===== src/design/tecm_pkg.sv =====
package tecm_pkg;

  // Register byte offsets
  localparam logic [7:0] REG_CONFIG   = 8'h00;
  localparam logic [7:0] REG_CONTROL  = 8'h04;
  localparam logic [7:0] REG_LCV      = 8'h08;
  localparam logic [7:0] REG_PATH_MSW = 8'h0C;
  localparam logic [7:0] REG_PATH_LSW = 8'h10;
  localparam logic [7:0] REG_FOS_MSW  = 8'h14;
  localparam logic [7:0] REG_FOS_LSW  = 8'h18;
  localparam logic [7:0] REG_EBE_MSW  = 8'h1C;
  localparam logic [7:0] REG_EBE_LSW  = 8'h20;
  localparam logic [7:0] REG_TX_SEL   = 8'h24;
  localparam logic [7:0] REG_RX_SEL   = 8'h28;
  localparam logic [7:0] REG_TX_MON   = 8'h2C;
  localparam logic [7:0] REG_RX_MON   = 8'h30;
  localparam logic [7:0] REG_STATUS   = 8'h34;

  // Configuration field positions
  localparam int CFG_EXZ_BIT    = 0;
  localparam int CFG_FBIT_BIT   = 1;
  localparam int CFG_FS_BIT     = 2;
  localparam int CFG_CV_BIT     = 3;
  localparam int CFG_UPD_LO     = 4;
  localparam int CFG_UPD_HI     = 5;
  localparam int CFG_E1_BIT     = 6;
  localparam int CFG_ESF_BIT    = 7;
  localparam int CFG_ZSUB_BIT   = 8;
  localparam int CFG_CRC4_BIT   = 9;
  localparam int CFG_WIDTH      = 10;
  localparam logic [CFG_WIDTH-1:0] CFG_RESET = 10'h000;

  localparam int CTL_MANUAL_BIT = 0;
  localparam int STS_UPDATE_BIT = 0;

  // Update trigger selection
  typedef enum logic [1:0] {
    TECM_UPD_ONE_SEC = 2'b00,
    TECM_UPD_SHORT   = 2'b01,
    TECM_UPD_MANUAL  = 2'b10,
    TECM_UPD_NONE    = 2'b11
  } tecm_upd_t;

  // Timing: 1 s, 42 ms, 62 ms at the bus clock rate
  localparam longint CLK_HZ        = 40_000_000;
  localparam longint ONE_SEC_MS    = 1000;
  localparam longint T1_SHORT_MS   = 42;
  localparam longint E1_SHORT_MS   = 62;
  localparam longint ONE_SEC_CYC   = CLK_HZ * ONE_SEC_MS / 1000;
  localparam longint T1_SHORT_CYC  = CLK_HZ * T1_SHORT_MS / 1000;
  localparam longint E1_SHORT_CYC  = CLK_HZ * E1_SHORT_MS / 1000;

  // Run-length thresholds for excessive zeros
  localparam logic [4:0] EXZ_RUN_PLAIN = 5'h10;
  localparam logic [4:0] EXZ_RUN_ZSUB  = 5'h08;

  localparam logic [15:0] CNT_MAX   = 16'hFFFF;
  localparam logic [4:0]  CHAN_LAST = 5'h1F;

  // Receive line symbol and framer event bundle
  typedef struct packed {
    logic       sym_valid;
    logic       mark;
    logic       polarity;
    logic       zsub_codeword;
    logic       crc_error;
    logic       ft_error;
    logic       fs_error;
    logic       fps_error;
    logic       fas_error;
    logic       multiframe_end;
    logic       ebit_valid;
    logic       ebit;
  } tecm_rx_ev_t;

  // Framer sync state bundle
  typedef struct packed {
    logic receive_sync_lost;
    logic fas_sync_lost;
    logic crc4_sync_lost;
    logic cas_sync_lost;
    logic searching;
  } tecm_sync_t;

  // Channel byte strobe bundle
  typedef struct packed {
    logic       valid;
    logic [4:0] chan;
    logic [7:0] data;
  } tecm_chan_t;

  function automatic logic [15:0] tecm_sat_inc(input logic [15:0] v, input logic inc);
    tecm_sat_inc = (inc && v != CNT_MAX) ? v + 16'h0001 : v;
  endfunction : tecm_sat_inc

endpackage : tecm_pkg


===== src/design/tecm_error_monitor.sv =====
// Summary of operation
// Latch counts on one-second, 42ms T1, 62ms E1, or manual trigger.
// Every counter saturates at its maximum; line-code counter tops at 65,535.
// T1 line-code counts BPVs plus 16 or 8 zero runs when selected.
// T1 with B8ZS on: substitution codewords are not counted as violations.
// Line-code counter keeps counting even during loss of sync.
// E1 select bit: 0 counts BPVs, 1 counts CVs; HDB3 codewords excluded.
// E1 BPV is two same-polarity marks; CV is two same-polarity BPVs.
// Software picks BPV for AMI lines and CV for HDB3 lines.
// T1 path counts CRC6 under ESF, Ft under D4, plus Fs if selected.
// T1 path counter inhibited while sync is lost.
// E1 path counter counts CRC4 errors.
// E1 path and E-bit counters stop on FAS/CRC4 loss, not CAS loss.
// Path, frames and E-bit counts are 16 bits, MSW then LSW register.
// T1 out-of-sync option counts multiframes out of sync, even unsynced.
// T1 F-bit option counts Ft (D4) or FPS (ESF), inhibited unsynced.
// E1 frames counter counts FAS errors, inhibited unsynced or searching.
// E-bit counter, E1 with CRC4 only, counts each received zero E-bit.
// Software may use the update timing to read latched counts.
// One tx and one rx channel monitored, each chosen by 5-bit field.
// Software programs select fields as channel number minus one.
// All accumulators latch together on a trigger, then restart cleanly.
`timescale 1ns/10ps
module tecm_error_monitor
  import tecm_pkg::*;
#(
  parameter longint ONE_SEC_CYCLES = ONE_SEC_CYC,
  parameter longint T1_SHORT_CYCLES = T1_SHORT_CYC,
  parameter longint E1_SHORT_CYCLES = E1_SHORT_CYC
) (
  // Clock and reset
  input  wire logic        pclk,
  input  wire logic        presetn,
  // APB slave
  input  wire logic        psel,
  input  wire logic        penable,
  input  wire logic        pwrite,
  input  wire logic [7:0]  paddr,
  input  wire logic [31:0] pwdata,
  output logic      [31:0] prdata,
  output logic             pready,
  output logic             pslverr,
  // Receive framer side
  input  wire tecm_rx_ev_t rx_ev,
  input  wire tecm_sync_t  sync_st,
  // Channel byte streams
  input  wire tecm_chan_t  tx_chan,
  input  wire tecm_chan_t  rx_chan,
  // Update timing
  output logic             update_pulse
);

  logic [CFG_WIDTH-1:0] error_counter_config;
  logic [4:0]           tx_monitor_channel_field;
  logic [4:0]           rx_monitor_channel_field;
  logic [7:0]           tx_channel_monitor_byte;
  logic [7:0]           rx_channel_monitor_byte;
  logic [15:0]          line_code_violation_count;
  logic [15:0]          path_error_count;
  logic [15:0]          frame_sync_loss_count;
  logic [15:0]          far_end_block_error_count;
  logic [15:0]          acc_lcv;
  logic [15:0]          acc_path;
  logic [15:0]          acc_fos;
  logic [15:0]          acc_ebe;
  logic [31:0]          timer;
  logic                 manual_req;
  logic                 update_seen;
  logic                 last_pol;
  logic                 last_bpv_pol;
  logic                 have_mark;
  logic                 have_bpv;
  logic [4:0]           zero_run;

  logic       is_e1;
  logic       is_esf;
  logic       zsub_on;
  logic       crc4_on;
  tecm_upd_t  upd_sel;
  logic       apb_wr;
  logic       apb_rd;
  logic       trigger;
  logic       timer_done;
  logic       status_rd;
  logic [31:0] period_m1;
  logic       bpv;
  logic       cv;
  logic       exz;
  logic       lcv_ev;
  logic       path_ev;
  logic       fos_ev;
  logic       ebe_ev;
  logic       e1_frame_ok;
  logic [4:0] exz_len;
  logic [31:0] next_prdata;

  assign is_e1   = error_counter_config[CFG_E1_BIT];
  assign is_esf  = error_counter_config[CFG_ESF_BIT];
  assign zsub_on = error_counter_config[CFG_ZSUB_BIT];
  assign crc4_on = error_counter_config[CFG_CRC4_BIT];
  assign upd_sel = tecm_upd_t'(error_counter_config[CFG_UPD_HI:CFG_UPD_LO]);
  assign apb_wr  = psel && penable && pwrite;
  assign apb_rd  = psel && !penable && !pwrite;
  assign pready  = 1'b1;
  assign pslverr = 1'b0;
  assign status_rd = psel && penable && !pwrite && paddr == REG_STATUS;

  // Update trigger generation
  always_comb begin
    if (upd_sel == TECM_UPD_SHORT) begin
      period_m1 = is_e1 ? 32'(E1_SHORT_CYCLES - 1) : 32'(T1_SHORT_CYCLES - 1);
    end else begin
      period_m1 = 32'(ONE_SEC_CYCLES - 1);
    end
  end

  // Last cycle of the selected period
  assign timer_done = (timer == period_m1);

  always_comb begin
    case (upd_sel)
      TECM_UPD_ONE_SEC: trigger = timer_done;
      TECM_UPD_SHORT:   trigger = timer_done;
      TECM_UPD_MANUAL:  trigger = manual_req;
      default:          trigger = 1'b0;
    endcase
  end

  // Period timer, held at zero in manual mode
  always_ff @(posedge pclk or negedge presetn) begin
    if (!presetn) begin
      timer <= 32'h0000_0000;
    end else if (trigger || timer >= period_m1 || upd_sel == TECM_UPD_MANUAL) begin
      timer <= 32'h0000_0000;
    end else begin
      timer <= timer + 32'h0000_0001;
    end
  end

  always_ff @(posedge pclk or negedge presetn) begin
    if (!presetn) begin
      manual_req <= 1'b0;
    end else begin
      manual_req <= apb_wr && paddr == REG_CONTROL && pwdata[CTL_MANUAL_BIT];
    end
  end

  always_ff @(posedge pclk or negedge presetn) begin
    if (!presetn) begin
      update_pulse <= 1'b0;
    end else begin
      update_pulse <= trigger;
    end
  end

  // Sticky update flag: set wins over read-clear
  always_ff @(posedge pclk or negedge presetn) begin
    if (!presetn) begin
      update_seen <= 1'b0;
    end else if (trigger) begin
      update_seen <= 1'b1;
    end else if (status_rd) begin
      update_seen <= 1'b0;
    end
  end

  // Mark polarity tracking for BPV and CV
  always_ff @(posedge pclk or negedge presetn) begin
    if (!presetn) begin
      last_pol     <= 1'b0;
      have_mark    <= 1'b0;
      last_bpv_pol <= 1'b0;
      have_bpv     <= 1'b0;
    end else if (rx_ev.sym_valid && rx_ev.mark) begin
      last_pol  <= rx_ev.polarity;
      have_mark <= 1'b1;
      if (bpv) begin
        last_bpv_pol <= rx_ev.polarity;
        have_bpv     <= 1'b1;
      end
    end
  end

  // Consecutive zero run, restarting after each full run
  always_ff @(posedge pclk or negedge presetn) begin
    if (!presetn) begin
      zero_run <= 5'h00;
    end else if (rx_ev.sym_valid) begin
      if (rx_ev.mark) begin
        zero_run <= 5'h00;
      end else if (zero_run == exz_len) begin
        zero_run <= 5'h01;
      end else begin
        zero_run <= zero_run + 5'h01;
      end
    end
  end

  // Run length that counts as excessive zeros
  assign exz_len = zsub_on ? EXZ_RUN_ZSUB : EXZ_RUN_PLAIN;
  // Same polarity as previous mark, codewords excluded when decoding
  assign bpv = rx_ev.sym_valid && rx_ev.mark && have_mark && rx_ev.polarity == last_pol
               && !(zsub_on && rx_ev.zsub_codeword);
  assign cv  = bpv && have_bpv && rx_ev.polarity == last_bpv_pol;
  assign exz = rx_ev.sym_valid && !rx_ev.mark && error_counter_config[CFG_EXZ_BIT]
               && zero_run == exz_len - 5'h01;

  always_comb begin
    if (is_e1) begin
      lcv_ev = error_counter_config[CFG_CV_BIT] ? cv : bpv;
    end else begin
      lcv_ev = bpv || exz;
    end
  end

  // CAS multiframe loss leaves these counters running
  assign e1_frame_ok = !sync_st.fas_sync_lost && !sync_st.crc4_sync_lost;

  always_comb begin
    if (is_e1) begin
      path_ev = rx_ev.crc_error && e1_frame_ok;
    end else if (is_esf) begin
      path_ev = rx_ev.crc_error && !sync_st.receive_sync_lost;
    end else begin
      path_ev = (rx_ev.ft_error || (error_counter_config[CFG_FS_BIT] && rx_ev.fs_error))
                && !sync_st.receive_sync_lost;
    end
  end

  always_comb begin
    if (is_e1) begin
      fos_ev = rx_ev.fas_error && !sync_st.receive_sync_lost && !sync_st.searching;
    end else if (!error_counter_config[CFG_FBIT_BIT]) begin
      fos_ev = rx_ev.multiframe_end && sync_st.receive_sync_lost;
    end else begin
      fos_ev = (is_esf ? rx_ev.fps_error : rx_ev.ft_error)
               && !sync_st.receive_sync_lost;
    end
  end

  assign ebe_ev = is_e1 && crc4_on && rx_ev.ebit_valid && !rx_ev.ebit && e1_frame_ok;

  // Accumulators restart on trigger, carrying an event of that cycle
  always_ff @(posedge pclk or negedge presetn) begin
    if (!presetn) begin
      acc_lcv  <= 16'h0000;
      acc_path <= 16'h0000;
      acc_fos  <= 16'h0000;
      acc_ebe  <= 16'h0000;
    end else if (trigger) begin
      acc_lcv  <= {15'h0000, lcv_ev};
      acc_path <= {15'h0000, path_ev};
      acc_fos  <= {15'h0000, fos_ev};
      acc_ebe  <= {15'h0000, ebe_ev};
    end else begin
      acc_lcv  <= tecm_sat_inc(acc_lcv, lcv_ev);
      acc_path <= tecm_sat_inc(acc_path, path_ev);
      acc_fos  <= tecm_sat_inc(acc_fos, fos_ev);
      acc_ebe  <= tecm_sat_inc(acc_ebe, ebe_ev);
    end
  end

  always_ff @(posedge pclk or negedge presetn) begin
    if (!presetn) begin
      line_code_violation_count <= 16'h0000;
      path_error_count          <= 16'h0000;
      frame_sync_loss_count     <= 16'h0000;
      far_end_block_error_count <= 16'h0000;
    end else if (trigger) begin
      line_code_violation_count <= acc_lcv;
      path_error_count          <= acc_path;
      frame_sync_loss_count     <= acc_fos;
      far_end_block_error_count <= acc_ebe;
    end
  end

  // Channel monitors
  always_ff @(posedge pclk or negedge presetn) begin
    if (!presetn) begin
      tx_channel_monitor_byte <= 8'h00;
    end else if (tx_chan.valid && tx_chan.chan == tx_monitor_channel_field) begin
      tx_channel_monitor_byte <= tx_chan.data;
    end
  end

  always_ff @(posedge pclk or negedge presetn) begin
    if (!presetn) begin
      rx_channel_monitor_byte <= 8'h00;
    end else if (rx_chan.valid && rx_chan.chan == rx_monitor_channel_field) begin
      rx_channel_monitor_byte <= rx_chan.data;
    end
  end

  // Register writes
  always_ff @(posedge pclk or negedge presetn) begin
    if (!presetn) begin
      error_counter_config     <= CFG_RESET;
      tx_monitor_channel_field <= 5'h00;
      rx_monitor_channel_field <= 5'h00;
    end else if (apb_wr) begin
      case (paddr)
        REG_CONFIG: error_counter_config     <= pwdata[CFG_WIDTH-1:0];
        REG_TX_SEL: tx_monitor_channel_field <= pwdata[4:0] & CHAN_LAST;
        REG_RX_SEL: rx_monitor_channel_field <= pwdata[4:0] & CHAN_LAST;
        default: ;
      endcase
    end
  end

  // Split a 16-bit count over two byte-wide registers
  function automatic logic [31:0] tecm_hi_byte(input logic [15:0] v);
    tecm_hi_byte = {24'h00_0000, v[15:8]};
  endfunction : tecm_hi_byte

  function automatic logic [31:0] tecm_lo_byte(input logic [15:0] v);
    tecm_lo_byte = {24'h00_0000, v[7:0]};
  endfunction : tecm_lo_byte

  // Read mux, captured in setup phase
  always_comb begin
    case (paddr)
      REG_CONFIG:   next_prdata = {22'h00_0000, error_counter_config};
      REG_LCV:      next_prdata = {16'h0000, line_code_violation_count};
      REG_PATH_MSW: next_prdata = tecm_hi_byte(path_error_count);
      REG_PATH_LSW: next_prdata = tecm_lo_byte(path_error_count);
      REG_FOS_MSW:  next_prdata = tecm_hi_byte(frame_sync_loss_count);
      REG_FOS_LSW:  next_prdata = tecm_lo_byte(frame_sync_loss_count);
      REG_EBE_MSW:  next_prdata = tecm_hi_byte(far_end_block_error_count);
      REG_EBE_LSW:  next_prdata = tecm_lo_byte(far_end_block_error_count);
      REG_TX_SEL:   next_prdata = {27'h000_0000, tx_monitor_channel_field};
      REG_RX_SEL:   next_prdata = {27'h000_0000, rx_monitor_channel_field};
      REG_TX_MON:   next_prdata = {24'h00_0000, tx_channel_monitor_byte};
      REG_RX_MON:   next_prdata = {24'h00_0000, rx_channel_monitor_byte};
      REG_STATUS:   next_prdata = {31'h0000_0000, update_seen};
      default:      next_prdata = 32'h0000_0000;
    endcase
  end

  always_ff @(posedge pclk or negedge presetn) begin
    if (!presetn) begin
      prdata <= 32'h0000_0000;
    end else if (apb_rd) begin
      prdata <= next_prdata;
    end
  end

endmodule : tecm_error_monitor


===== config.mk =====
export PLATFORM = sky130hd
export DESIGN_NAME = tecm_error_monitor
export DESIGN_NICKNAME = d
export VERILOG_FILES = /design/src/design/tecm_pkg.sv /design/src/design/tecm_error_monitor.sv
export SDC_FILE = /design/constraint.sdc
export NUM_CORES = 1
export LEC_CHECK = 0
export ABC_CLOCK_PERIOD_IN_PS = 3200
export BUFFER_PORTS_ARGS = -buffer_cell sky130_fd_sc_hd__buf_2
export CAP_MARGIN = 15
export CORE_MARGIN = 2
export CORE_UTILIZATION = 42
export CTS_BUF_LIST = sky130_fd_sc_hd__clkbuf_8
export CTS_CLUSTER_SIZE = 25
export DETAILED_ROUTE_END_ITERATION = 10
export PLACE_DENSITY = 0.65
export SYNTH_ARGS = -nofsm -noshare
export SYNTH_HDL_FRONTEND = slang
export SYNTH_SLANG_ARGS = --single-unit

===== constraint.sdc =====
create_clock -name pclk -period 3.2 [get_ports pclk]
set_input_delay 0.48 -clock pclk [delete_from_list [all_inputs] [get_ports pclk]]
set_output_delay 0.48 -clock pclk [all_outputs]
set_load 0.01 [all_outputs]

==> results_dict.tcl, run 1 <==
set metrics [dict create \
    critPathLaunchType "register" \
    top_register "timer" \
    critical_path.max_stage_delay_ps 520 \
    tightestPinTransition_ps 781 \
    numClockSinks 224 \
    synthDistinctLibCells 70 \
    synth_flop_cell "dfrtp_1" \
    finalSetupViolCount 0 \
    clk_pin_slew_worst_paths_ps 60 \
    gr-total-overflow 0 \
    rows 60 \
    die_w_um 169 \
    grt_pass1_vias 9038 \
    synth_warnings 0 \
    drt_iter0_markers 789 \
    hold_viol_final 0 \
    timing.hold.ws_ps 182 \
    nNetsFinal 1432 \
    grt_use_total_pct 21.2 \
    clock_path_buffers 3 \
    max_freq_mhz 351 \
    die_y_um 169 \
    drc 0 \
    slew_violations 0 \
    coreArea_um2 26900 \
    placedCellCount 1625 \
    ir_worst_vdd_mv 0.226 \
    worstSetupPathType "register to register" \
    synth_area_um2 11500 \
    grt_max_degree 85 \
    drt-pass1-iter-count 5 \
    fin_crit_sh_pct 88.9 \
    hold_class "input port to register" \
    arrival_ps 3280 \
    syn_area_per_cell_um2 9.44 \
    slew_headroom_pct 47.5 \
    grt_pass1_wl_um 48400 \
    max-cap-violations 0 \
    antenna_found_initial 2 \
    synth_edf_count 0 \
    cts-root-buf "clkbuf_8" \
    dp.final_hpwl_um 21700 \
    p_per_area_nw_per_um2 476 \
    antenna_cells 0 \
    synth-async-reset-ratio_pct 100 \
    final.setup.tns_ps 0 \
    total_leakage_power_nw 6.16 \
    postCtsHoldBufs 1 \
    utilization_pct 48.7 \
    crit_chain "nor3b_2 -> inv_1 -> ha_1 -> a21oi_1 -> nor2b_1 -> a2111oi_0 -> a21oi_1 -> or3_1 -> buf_4 -> nor3_1" \
    cts_tree "done" \
    cts_resized 0 \
    vias 9345 \
    gp_congestion 0.960 \
    grt_setup_unrepaired "no" \
    drt-wirelength-per-cell_um 17.7 \
    io_buffers 83 \
    status "complete, no violations" \
    ios 125 \
    dp_slack_ps 364 \
    cpMaxStageDelayCell "dfrtp_1" \
    yosysSeqAreaShare_pct 48.8 \
    end_kind "register" \
    dieArea_um2 28700 \
    synth_seq_cells 224 \
    fin_cells 1691 \
    postRouteAntennaNets 0 \
    layout_setup_ws_ps 355 \
    worstSkewPairLatency_ps 530 \
    start_util_pct 42.7 \
    cp_max_fo 26 \
    post-cts-setup-buffer-count 0 \
    cts_buffers 40 \
    period_needed_ps 2850 \
    cpMostUsedCell "a21oi_1" \
    skew_ps 14.5 \
    synthCells 1217 \
    htree_levels 2 \
    required_ps 3640 \
    vias_per_cell 5.53 \
    drt_wl_total_um 29900 \
    synthToLayoutAreaGrowth_pct 14.1 \
    largest_reg_flops 32 \
    drive_gt1_share_pct 17.4 \
]
## synth_stat cells, types with 7 or more instances
library cell | number | share of area, %
nand2_1 | 264 | 8.6
or3_1 | 10 | 0.54
clkbuf_1 | 33 | 1.1
xor2_1 | 46 | 3.5
nor2_1 | 87 | 2.8
a22o_1 | 9 | 0.69
a22oi_1 | 15 | 0.98
inv_1 | 10 | 0.33
nor4_1 | 17 | 0.93
ha_1 | 15 | 1.6
nand4_1 | 21 | 1.1
and4_1 | 10 | 0.76
nand2b_1 | 7 | 0.38
o21ai_0 | 46 | 2.0
mux2i_1 | 15 | 1.3
o211ai_1 | 7 | 0.46
nor2b_1 | 8 | 0.44
a21oi_1 | 27 | 1.2
xnor2_1 | 36 | 2.7
buf_2 | 8 | 0.35
mux2_2 | 39 | 3.8
nand3_1 | 71 | 3.1
buf_4 | 25 | 1.6
and3_1 | 34 | 1.9
nor3_1 | 43 | 1.9
dfrtp_1 | 224 | 49
## kinds of logic after synthesis
logic type / Yosys count / share of synthesized area (%)
and+or+nand+nor: 605 / 24.9
AOI/OAI and AO/OA: 144 / 8.20
other: 2 / 0.0654
muxes: 58 / 5.91
buffers and inverters: 86 / 4.15
xor gates and xnor gates: 82 / 6.25
DFF: 224 / 48.8
adders and majority gates: 16 / 1.73
## final timing paths
| path | start | to | slack [ps] | cells past startpoint |
|---|---|---|---|---|
| setup / recovery | error_counter_config[4] | timer[6] | 350 | 10 |
| hold / removal | rx_chan[5] | rx_channel_monitor_byte[5] | 180 | 2 |
| setup reg to reg | error_counter_config[4] | timer[6] | 350 | 10 |
| min in group asynchronous | presetn | zero_run[1] | 540 | 2 |
| hold reg to reg | have_mark | have_mark | 460 | 1 |
| max in group asynchronous | presetn | timer[16] | 1880 | 3 |
## worst max-delay path, delay by kind of cell, from the launching register on
kind	cells	cell delay, ps
adders and majority gates	1	340
and+or+nand+nor	4	840
DFF	1	520
buffers and inverters	2	370
AOI/OAI and AO/OA	3	670
## through the flow
stage | instance area, um^2 | total power (W)
2_1_floorplan | 11600 | 0.00349
3_3_place_gp | 12300 | 0.00371
3_5_place_dp | 12300 | 0.00373
4_1_cts | 13100 | 0.00632
5_1_grt | 13100 | 0.00656
6_report | 13100 | 0.00624
## area by class of cell
type                       count  area [um^2]
tap                          341          427
sequential                   224         5610
fill                        2554        13800
timing repair buffer         120          756
inverter                      12         50.0
multi-input combinational    929         5510
clock buffer                  51          702
clock inverter                14         55.1
## report_power, final
part | total, W | switching, W | internal, W
Clock | 0.00255 | 0.00114 | 0.00141
Sequential | 0.00318 | 0.000191 | 0.00299
Combinational | 0.000510 | 0.000293 | 0.000218
## layout by cell type, fill, tap and decap left out, drive strengths merged, types with 19 or more instances in the layout
cell type	count
dfrtp	224
conb	24
nor2	87
nor4	19
nor3	43
nand4	21
xor2	46
xnor2	36
clkbuf	51
inv	24
nand3	71
o21ai	48
a21oi	27
buf	119
mux2	39
and3	34
nand2	264
## routing by layer
layer / wire length [um] / vias up / part of all wire [%] / global-route usage [%]
met2: 13400 / 278 / 45 / 33.3
met5: 23 / - / 0.077 / 0
met4: 870 / 4 / 2.9 / 6.73
li1: - / 4428 / - / -
met1: 13700 / 4566 / 46 / 29.6
met3: 1840 / 69 / 6.2 / 4.20
(Power assumes the default switching activity.)
==> run 2: changes to the inputs <==
--- a/config.mk
+++ b/config.mk
@@ -5,7 +5,7 @@
 export SDC_FILE = /design/constraint.sdc
 export NUM_CORES = 1
 export LEC_CHECK = 0
-export ABC_CLOCK_PERIOD_IN_PS = 3200
+export ABC_CLOCK_PERIOD_IN_PS = 2960
 export BUFFER_PORTS_ARGS = -buffer_cell sky130_fd_sc_hd__buf_2
 export CAP_MARGIN = 15
 export CORE_MARGIN = 2
==> constraint.sdc (replaced) <==
create_clock -name pclk -period 2.96 [get_ports pclk]
set_input_delay 0.444 -clock pclk [delete_from_list [all_inputs] [get_ports pclk]]
set_output_delay 0.444 -clock pclk [all_outputs]
set_load 0.01 [all_outputs]
==> run 2 against run 1 <==
  * Setup slack worse by 92 ps
  * Largest power group unchanged
  * Total power up 9.2%
  * Via count is 0.46% lower
  * Clock power up 11%
  * Fmax up 5.5%
  * Sequential cell count unchanged
==> results_dict.tcl, run 2 (synthesized netlist as in run 1, its figures left out) <==
set metrics [dict create \
    status "complete, no violations" \
    crit_chain "buf_4 -> or3b_1 -> a2111oi_1 -> o2111ai_1 -> o21a_2 -> inv_6 -> buf_12 -> nand2_1 -> o211ai_1" \
    top_register "timer" \
    hold_viol_final 0 \
    placed_cell_area_um2 12300 \
    largest_reg_flops 32 \
    clk_pin_slew_worst_paths_ps 60 \
    io_buffers 83 \
    drt-pass1-iter-count 5 \
    period_needed_ps 2700 \
    use_met1_pct 29.0 \
    finalSetupViolCount 0 \
    p_per_area_nw_per_um2 519 \
    num-fill-cells 2570 \
    fin_crit_sh_pct 91.1 \
    gp_congestion 0.945 \
    critPathLaunchType "register" \
    grt_setup_unrepaired "no" \
    timing.hold.ws_ps 138 \
    grt_use_total_pct 20.9 \
    fin_area_um2 13100 \
    grtUsageMet2_pct 32.3 \
    cts-root-buf "clkbuf_8" \
    cpMaxStageDelayCell "a2111oi_1" \
    coreArea_um2 26900 \
    final_cell_mix "nand2_1, dfrtp_1, nor2_1" \
    ios 125 \
    grt_pass1_wl_um 47800 \
    critical_path.max_stage_delay_ps 460 \
    slew_headroom_pct 43.5 \
    final_common_cell "nand2_1" \
    drt-wirelength-per-cell_um 17.4 \
    drt_iter0_markers 777 \
    multi_input_area_um2 5510 \
    dieArea_um2 28700 \
    max_freq_mhz 371 \
    grt_max_degree 81 \
    antenna_found_initial 1 \
    total_leakage_power_nw 6.17 \
    grt_pass1_vias 8976 \
    worstSkewPairLatency_ps 540 \
    numClockSinks 224 \
    drive_gt1_share_pct 17.6 \
    regArea_um2 5610 \
    nNetsFinal 1429 \
    clock_path_buffers 3 \
    start_util_pct 42.7 \
    tightestPinTransition_ps 841 \
    final.setup.tns_ps 0 \
    cp_max_fo 54 \
    die_y_um 169 \
    cp_num_buf_inv 3 \
    cts_tree "done" \
    end_kind "register" \
    drc 0 \
    busiest_layer "met2" \
    synthToLayoutAreaGrowth_pct 14.3 \
    vias 9302 \
    htree_levels 2 \
    antenna_cells 0 \
    gr-total-overflow 0 \
    arrival_ps 3150 \
    rows 60 \
    vias_per_cell 5.49 \
    skew_ps 30.7 \
    max-cap-violations 0 \
    required_ps 3410 \
    drt_wl_total_um 29600 \
    use_met3_pct 4.99 \
    hold_class "input port to register" \
    slew_violations 0 \
    dp.final_hpwl_um 21400 \
    cts_buffers 39 \
    crit_family "compound AO/OA/AOI/OAI gates" \
    worstSetupPathType "register to register" \
    die_w_um 169 \
    postRouteAntennaNets 0 \
    ir_worst_vdd_mv 0.270 \
]
==> run 2: cell types whose count changed in the layout (fill, tap and decap cells not counted), sizes merged <==
cell and change:
buf -2, clkinv +2, clkbuf +1, clkinvlp +1, inv +1
==> run 2: final timing paths <==
kind                                         startpoint                         end  slack (ps)  cells past startpoint
worst max-delay path            error_counter_config[4]                  acc_lcv[0]         260                      9
worst max register to register  error_counter_config[4]                  acc_lcv[0]         260                      9
worst min register to register                have_mark                   have_mark         460                      1
min in group asynchronous                       presetn                 zero_run[0]         490                      2
max in group asynchronous                       presetn                   timer[14]        1690                      3
worst min-delay path                         rx_chan[3]  rx_channel_monitor_byte[3]         140                      2
==> run 2: worst reg2reg max path, stage by stage, from the launching register on <==
cell	delay, ps
dfrtp_1	420
buf_4	180
or3b_1	350
a2111oi_1	460
o2111ai_1	210
o21a_2	320
inv_6	200
buf_12	280
nand2_1	100
o211ai_1	80
==> run 2: report_power, final <==
part           switching (W)  internal [W]
logic               0.000323      0.000238
registers           0.000199       0.00323
clock network        0.00126       0.00157
==> run 2: per-layer routing <==
| metal | vias up | routed length [um] |
|---|---|---|
| met5 | - | 14 |
| met4 | 2 | 868 |
| met1 | 4518 | 13400 |
| met2 | 281 | 13300 |
| met3 | 59 | 1980 |
| li1 | 4442 | - |
==> run 2: stage by stage <==
stage / total power [W] / std cells / worst slack, ps / util, %
after detailed placement: 0.00404 / 1623 / 232 / 45.8
after global placement: 0.00401 / 1623 / 266 / 45.8
final: 0.00682 / 1694 / 263 / 48.8
after floorplan: 0.00377 / 1239 / 348 / -
after global routing: 0.00715 / 1694 / 47.7 / 48.8
after CTS: 0.00689 / 1694 / 202 / 48.8
==> run 2: layout make-up <==
class / count / area share [%]
multi-input combinational: 929 / 42.0
inverter: 12 / 0.381
tap: 341 / 3.25
sequential: 224 / 42.7
clock inverter: 18 / 0.620
clock buffer: 52 / 5.45
timing repair buffer: 118 / 5.64
==> run 2: what timing repair did <==
action,CTS,global route
gates resized for setup,0,1
endpoints found under the setup margin,0,2
endpoints found under the hold margin,74,0
setup buffers,0,0
hold buffers,1,0
==> run 3: changes to the inputs <==
==> config.mk (replaced) <==
export PLATFORM = sky130hd
export DESIGN_NAME = tecm_error_monitor
export DESIGN_NICKNAME = d
export VERILOG_FILES = /design/src/design/tecm_pkg.sv /design/src/design/tecm_error_monitor.sv
export SDC_FILE = /design/constraint.sdc
export NUM_CORES = 1
export LEC_CHECK = 0
export ABC_CLOCK_PERIOD_IN_PS = 2900
export CAP_MARGIN = 15
export CORE_MARGIN = 2
export CORE_UTILIZATION = 42
export CTS_BUF_LIST = sky130_fd_sc_hd__clkbuf_8
export CTS_CLUSTER_SIZE = 25
export DETAILED_ROUTE_END_ITERATION = 10
export DONT_BUFFER_PORTS = 1
export PLACE_DENSITY = 0.61
export SYNTH_ARGS = -nofsm -noshare
export SYNTH_HDL_FRONTEND = slang
export SYNTH_SLANG_ARGS = --single-unit
==> constraint.sdc (replaced) <==
create_clock -name pclk -period 2.9 [get_ports pclk]
set_input_delay 0.435 -clock pclk [delete_from_list [all_inputs] [get_ports pclk]]
set_output_delay 0.435 -clock pclk [all_outputs]
set_load 0.01 [all_outputs]
==> run 3 against run 2 <==
  * The run now ends with hold timing left
  * Non-clock buffer count fell by 88
  * Total power grew 0.84%
  * First-iteration DRC count is 10% higher
  * Global-route usage fell by 0.055 points
  * Sequential share of layout area up 1.5 points
  * Routed wire length decreased by 0.23%
  * Clock power grew 4%
  * Largest cell class unchanged
  * Highest routed layer is now met4
  * Fmax increased by 3.1%
  * Via count is 4.1% lower
  * Setup slack better by 20 ps
==> results_dict.tcl, run 3 (synthesized netlist as in run 1, its figures left out) <==
set metrics [dict create \
    grt_pass1_vias 8696 \
    violations "hold timing" \
    period_needed_ps 2620 \
    cts-root-buf "clkbuf_8" \
    post-cts-setup-buffer-count 0 \
    critPathLaunchType "register" \
    reg2reg_slack_ps 280 \
    drt_iter0_markers 856 \
    cp-endpoint "timer[9]" \
    numClockSinks 224 \
    placed_cell_area_um2 11800 \
    final.setup.tns_ps 0 \
    io_buffers 0 \
    synthToLayoutAreaGrowth_pct 10.3 \
    max-cap-violations 0 \
    drt-wirelength-per-cell_um 18.3 \
    grt_setup_unrepaired "no" \
    cpMostUsedCell "a21oi_1" \
    worstSetupPathType "register to register" \
    hold_viol_final 224 \
    required_ps 3350 \
    final_cell_mix "nand2_1, dfrtp_1, nor2_1" \
    die_y_um 169 \
    postCtsHoldBufs 1 \
    comb_power_share_pct 6.0 \
    worstReg2RegEnd "timer[9]" \
    r2r-start "error_counter_config[4]" \
    utilization_pct 47.1 \
    timing.hold.ws_ps -406 \
    worstSkewPairLatency_ps 540 \
    max_freq_mhz 382 \
    seq_power_share_pct 51.1 \
    switching_share_pct 25.1 \
    htree_levels 2 \
    nNetsFinal 1343 \
    drive_gt1_share_pct 11.9 \
    dp.final_hpwl_um 20800 \
    end_kind "register" \
    rows 60 \
    status "finished with violations" \
    fin_crit_sh_pct 90.2 \
    critical_path.max_stage_delay_ps 400 \
    finalSetupViolCount 0 \
    cts_tree "done" \
    vias_per_cell 5.54 \
    postRouteAntennaNets 0 \
    drc 0 \
    cpMaxStageDelayCell "dfrtp_1" \
    cts_buffers 41 \
    p_int_w 0.00515 \
    arrival_ps 3060 \
    cp_max_fo 26 \
    ir_worst_vdd_mv 0.288 \
    fin_cells 1609 \
    largest_reg_flops 32 \
    pwr-share-clk_pct 42.9 \
    grt_use_total_pct 20.9 \
    skew_ps 23.3 \
    drt_wl_total_um 29500 \
    final_common_cell "nand2_1" \
    critPathLaunch "error_counter_config[4]" \
    grt_pass1_wl_um 47400 \
    crit_chain "nor3b_2 -> inv_1 -> ha_1 -> a21oi_1 -> nor2b_1 -> a2111oi_2 -> a21oi_1 -> or3_1 -> buf_4 -> nor3_1" \
    top_register "timer" \
    total_leakage_power_nw 5.79 \
    finalPower_w 0.00687 \
    slew_violations 0 \
    p_per_area_nw_per_um2 542 \
    clock_path_buffers 3 \
    hold_class "input port to async pin" \
    dieArea_um2 28700 \
    gp_congestion 0.936 \
    grt_max_degree 225 \
    ios 125 \
    placedCellCount 1535 \
    die_w_um 169 \
    antenna_found_initial 1 \
    vias 8916 \
    fin_area_um2 12700 \
    drt-pass1-iter-count 5 \
    gr-total-overflow 0 \
    slew_headroom_pct 54.8 \
    ff2ff_path_depth 10 \
    tightestPinTransition_ps 675 \
    coreArea_um2 26900 \
    netSwitchingPower_w 0.00172 \
    clk_pin_slew_worst_paths_ps 60 \
    start_util_pct 42.7 \
]
==> run 3: cell types whose count changed in the layout (fill, tap and decap cells not counted), sizes merged <==
cell      before  now
diode          0    1
inv           25   26
clkinv         4    2
clkinvlp       1    2
clkbuf        52   54
buf          117   29
==> run 3: worst max-delay path, delay by kind of cell, from the launching register on <==
family	cells	cell delay, ps
buffers and inverters	2	380
DFF	1	400
adders and majority gates	1	340
and+or+nand+nor	4	790
AOI/OAI and AO/OA	3	610
==> run 3: per-layer routing <==
metal  GRT usage, %  share of wire, %
met1           28.9                44
met2           32.6                46
met3           4.90               7.1
met4           6.58               2.8
met5              0                 0
==> run 3: worst min path at each step <==
stage	to
floorplan	acc_ebe[0]
finish	zero_run[0]
global placement	zero_run[0]
global route	zero_run[0]
CTS	zero_run[0]
detailed placement	have_mark
==> run 3: cell type report <==
type / instances / area [um^2]
timing repair buffer: 30 / 253
antenna: 1 / 2.50
clock buffer: 54 / 743
multi-input combinational: 929 / 5510
clock inverter: 18 / 77.6
sequential: 224 / 5610
tap: 341 / 427
fill: 2582 / 14200
inverter: 12 / 50.0
==> run 3: repair_timing <==
item / in CTS / in global routing
resized for setup: 0 / 2
setup endpoints to repair: 0 / 24
hold endpoints to repair: 227 / 224
==> run 3: power groups by stage <==
stage	Combinational [W]	Clock, W	Sequential [W]
after global routing	0.000474	0.00318	0.00353
after detailed placement	0.000411	0	0.00356
after global placement	0.000398	0	0.00356
after CTS	0.000415	0.00305	0.00351
final	0.000413	0.00295	0.00351
after floorplan	0.000380	0	0.00347
==> run 3: stage by stage <==
step | hold WS (ps) | worst slack (ps)
2_1_floorplan | 139 | 288
3_3_place_gp | 147 | 246
3_5_place_dp | 149 | 193
4_1_cts | -432 | 186
5_1_grt | -431 | 30.4
6_report | -406 | 283
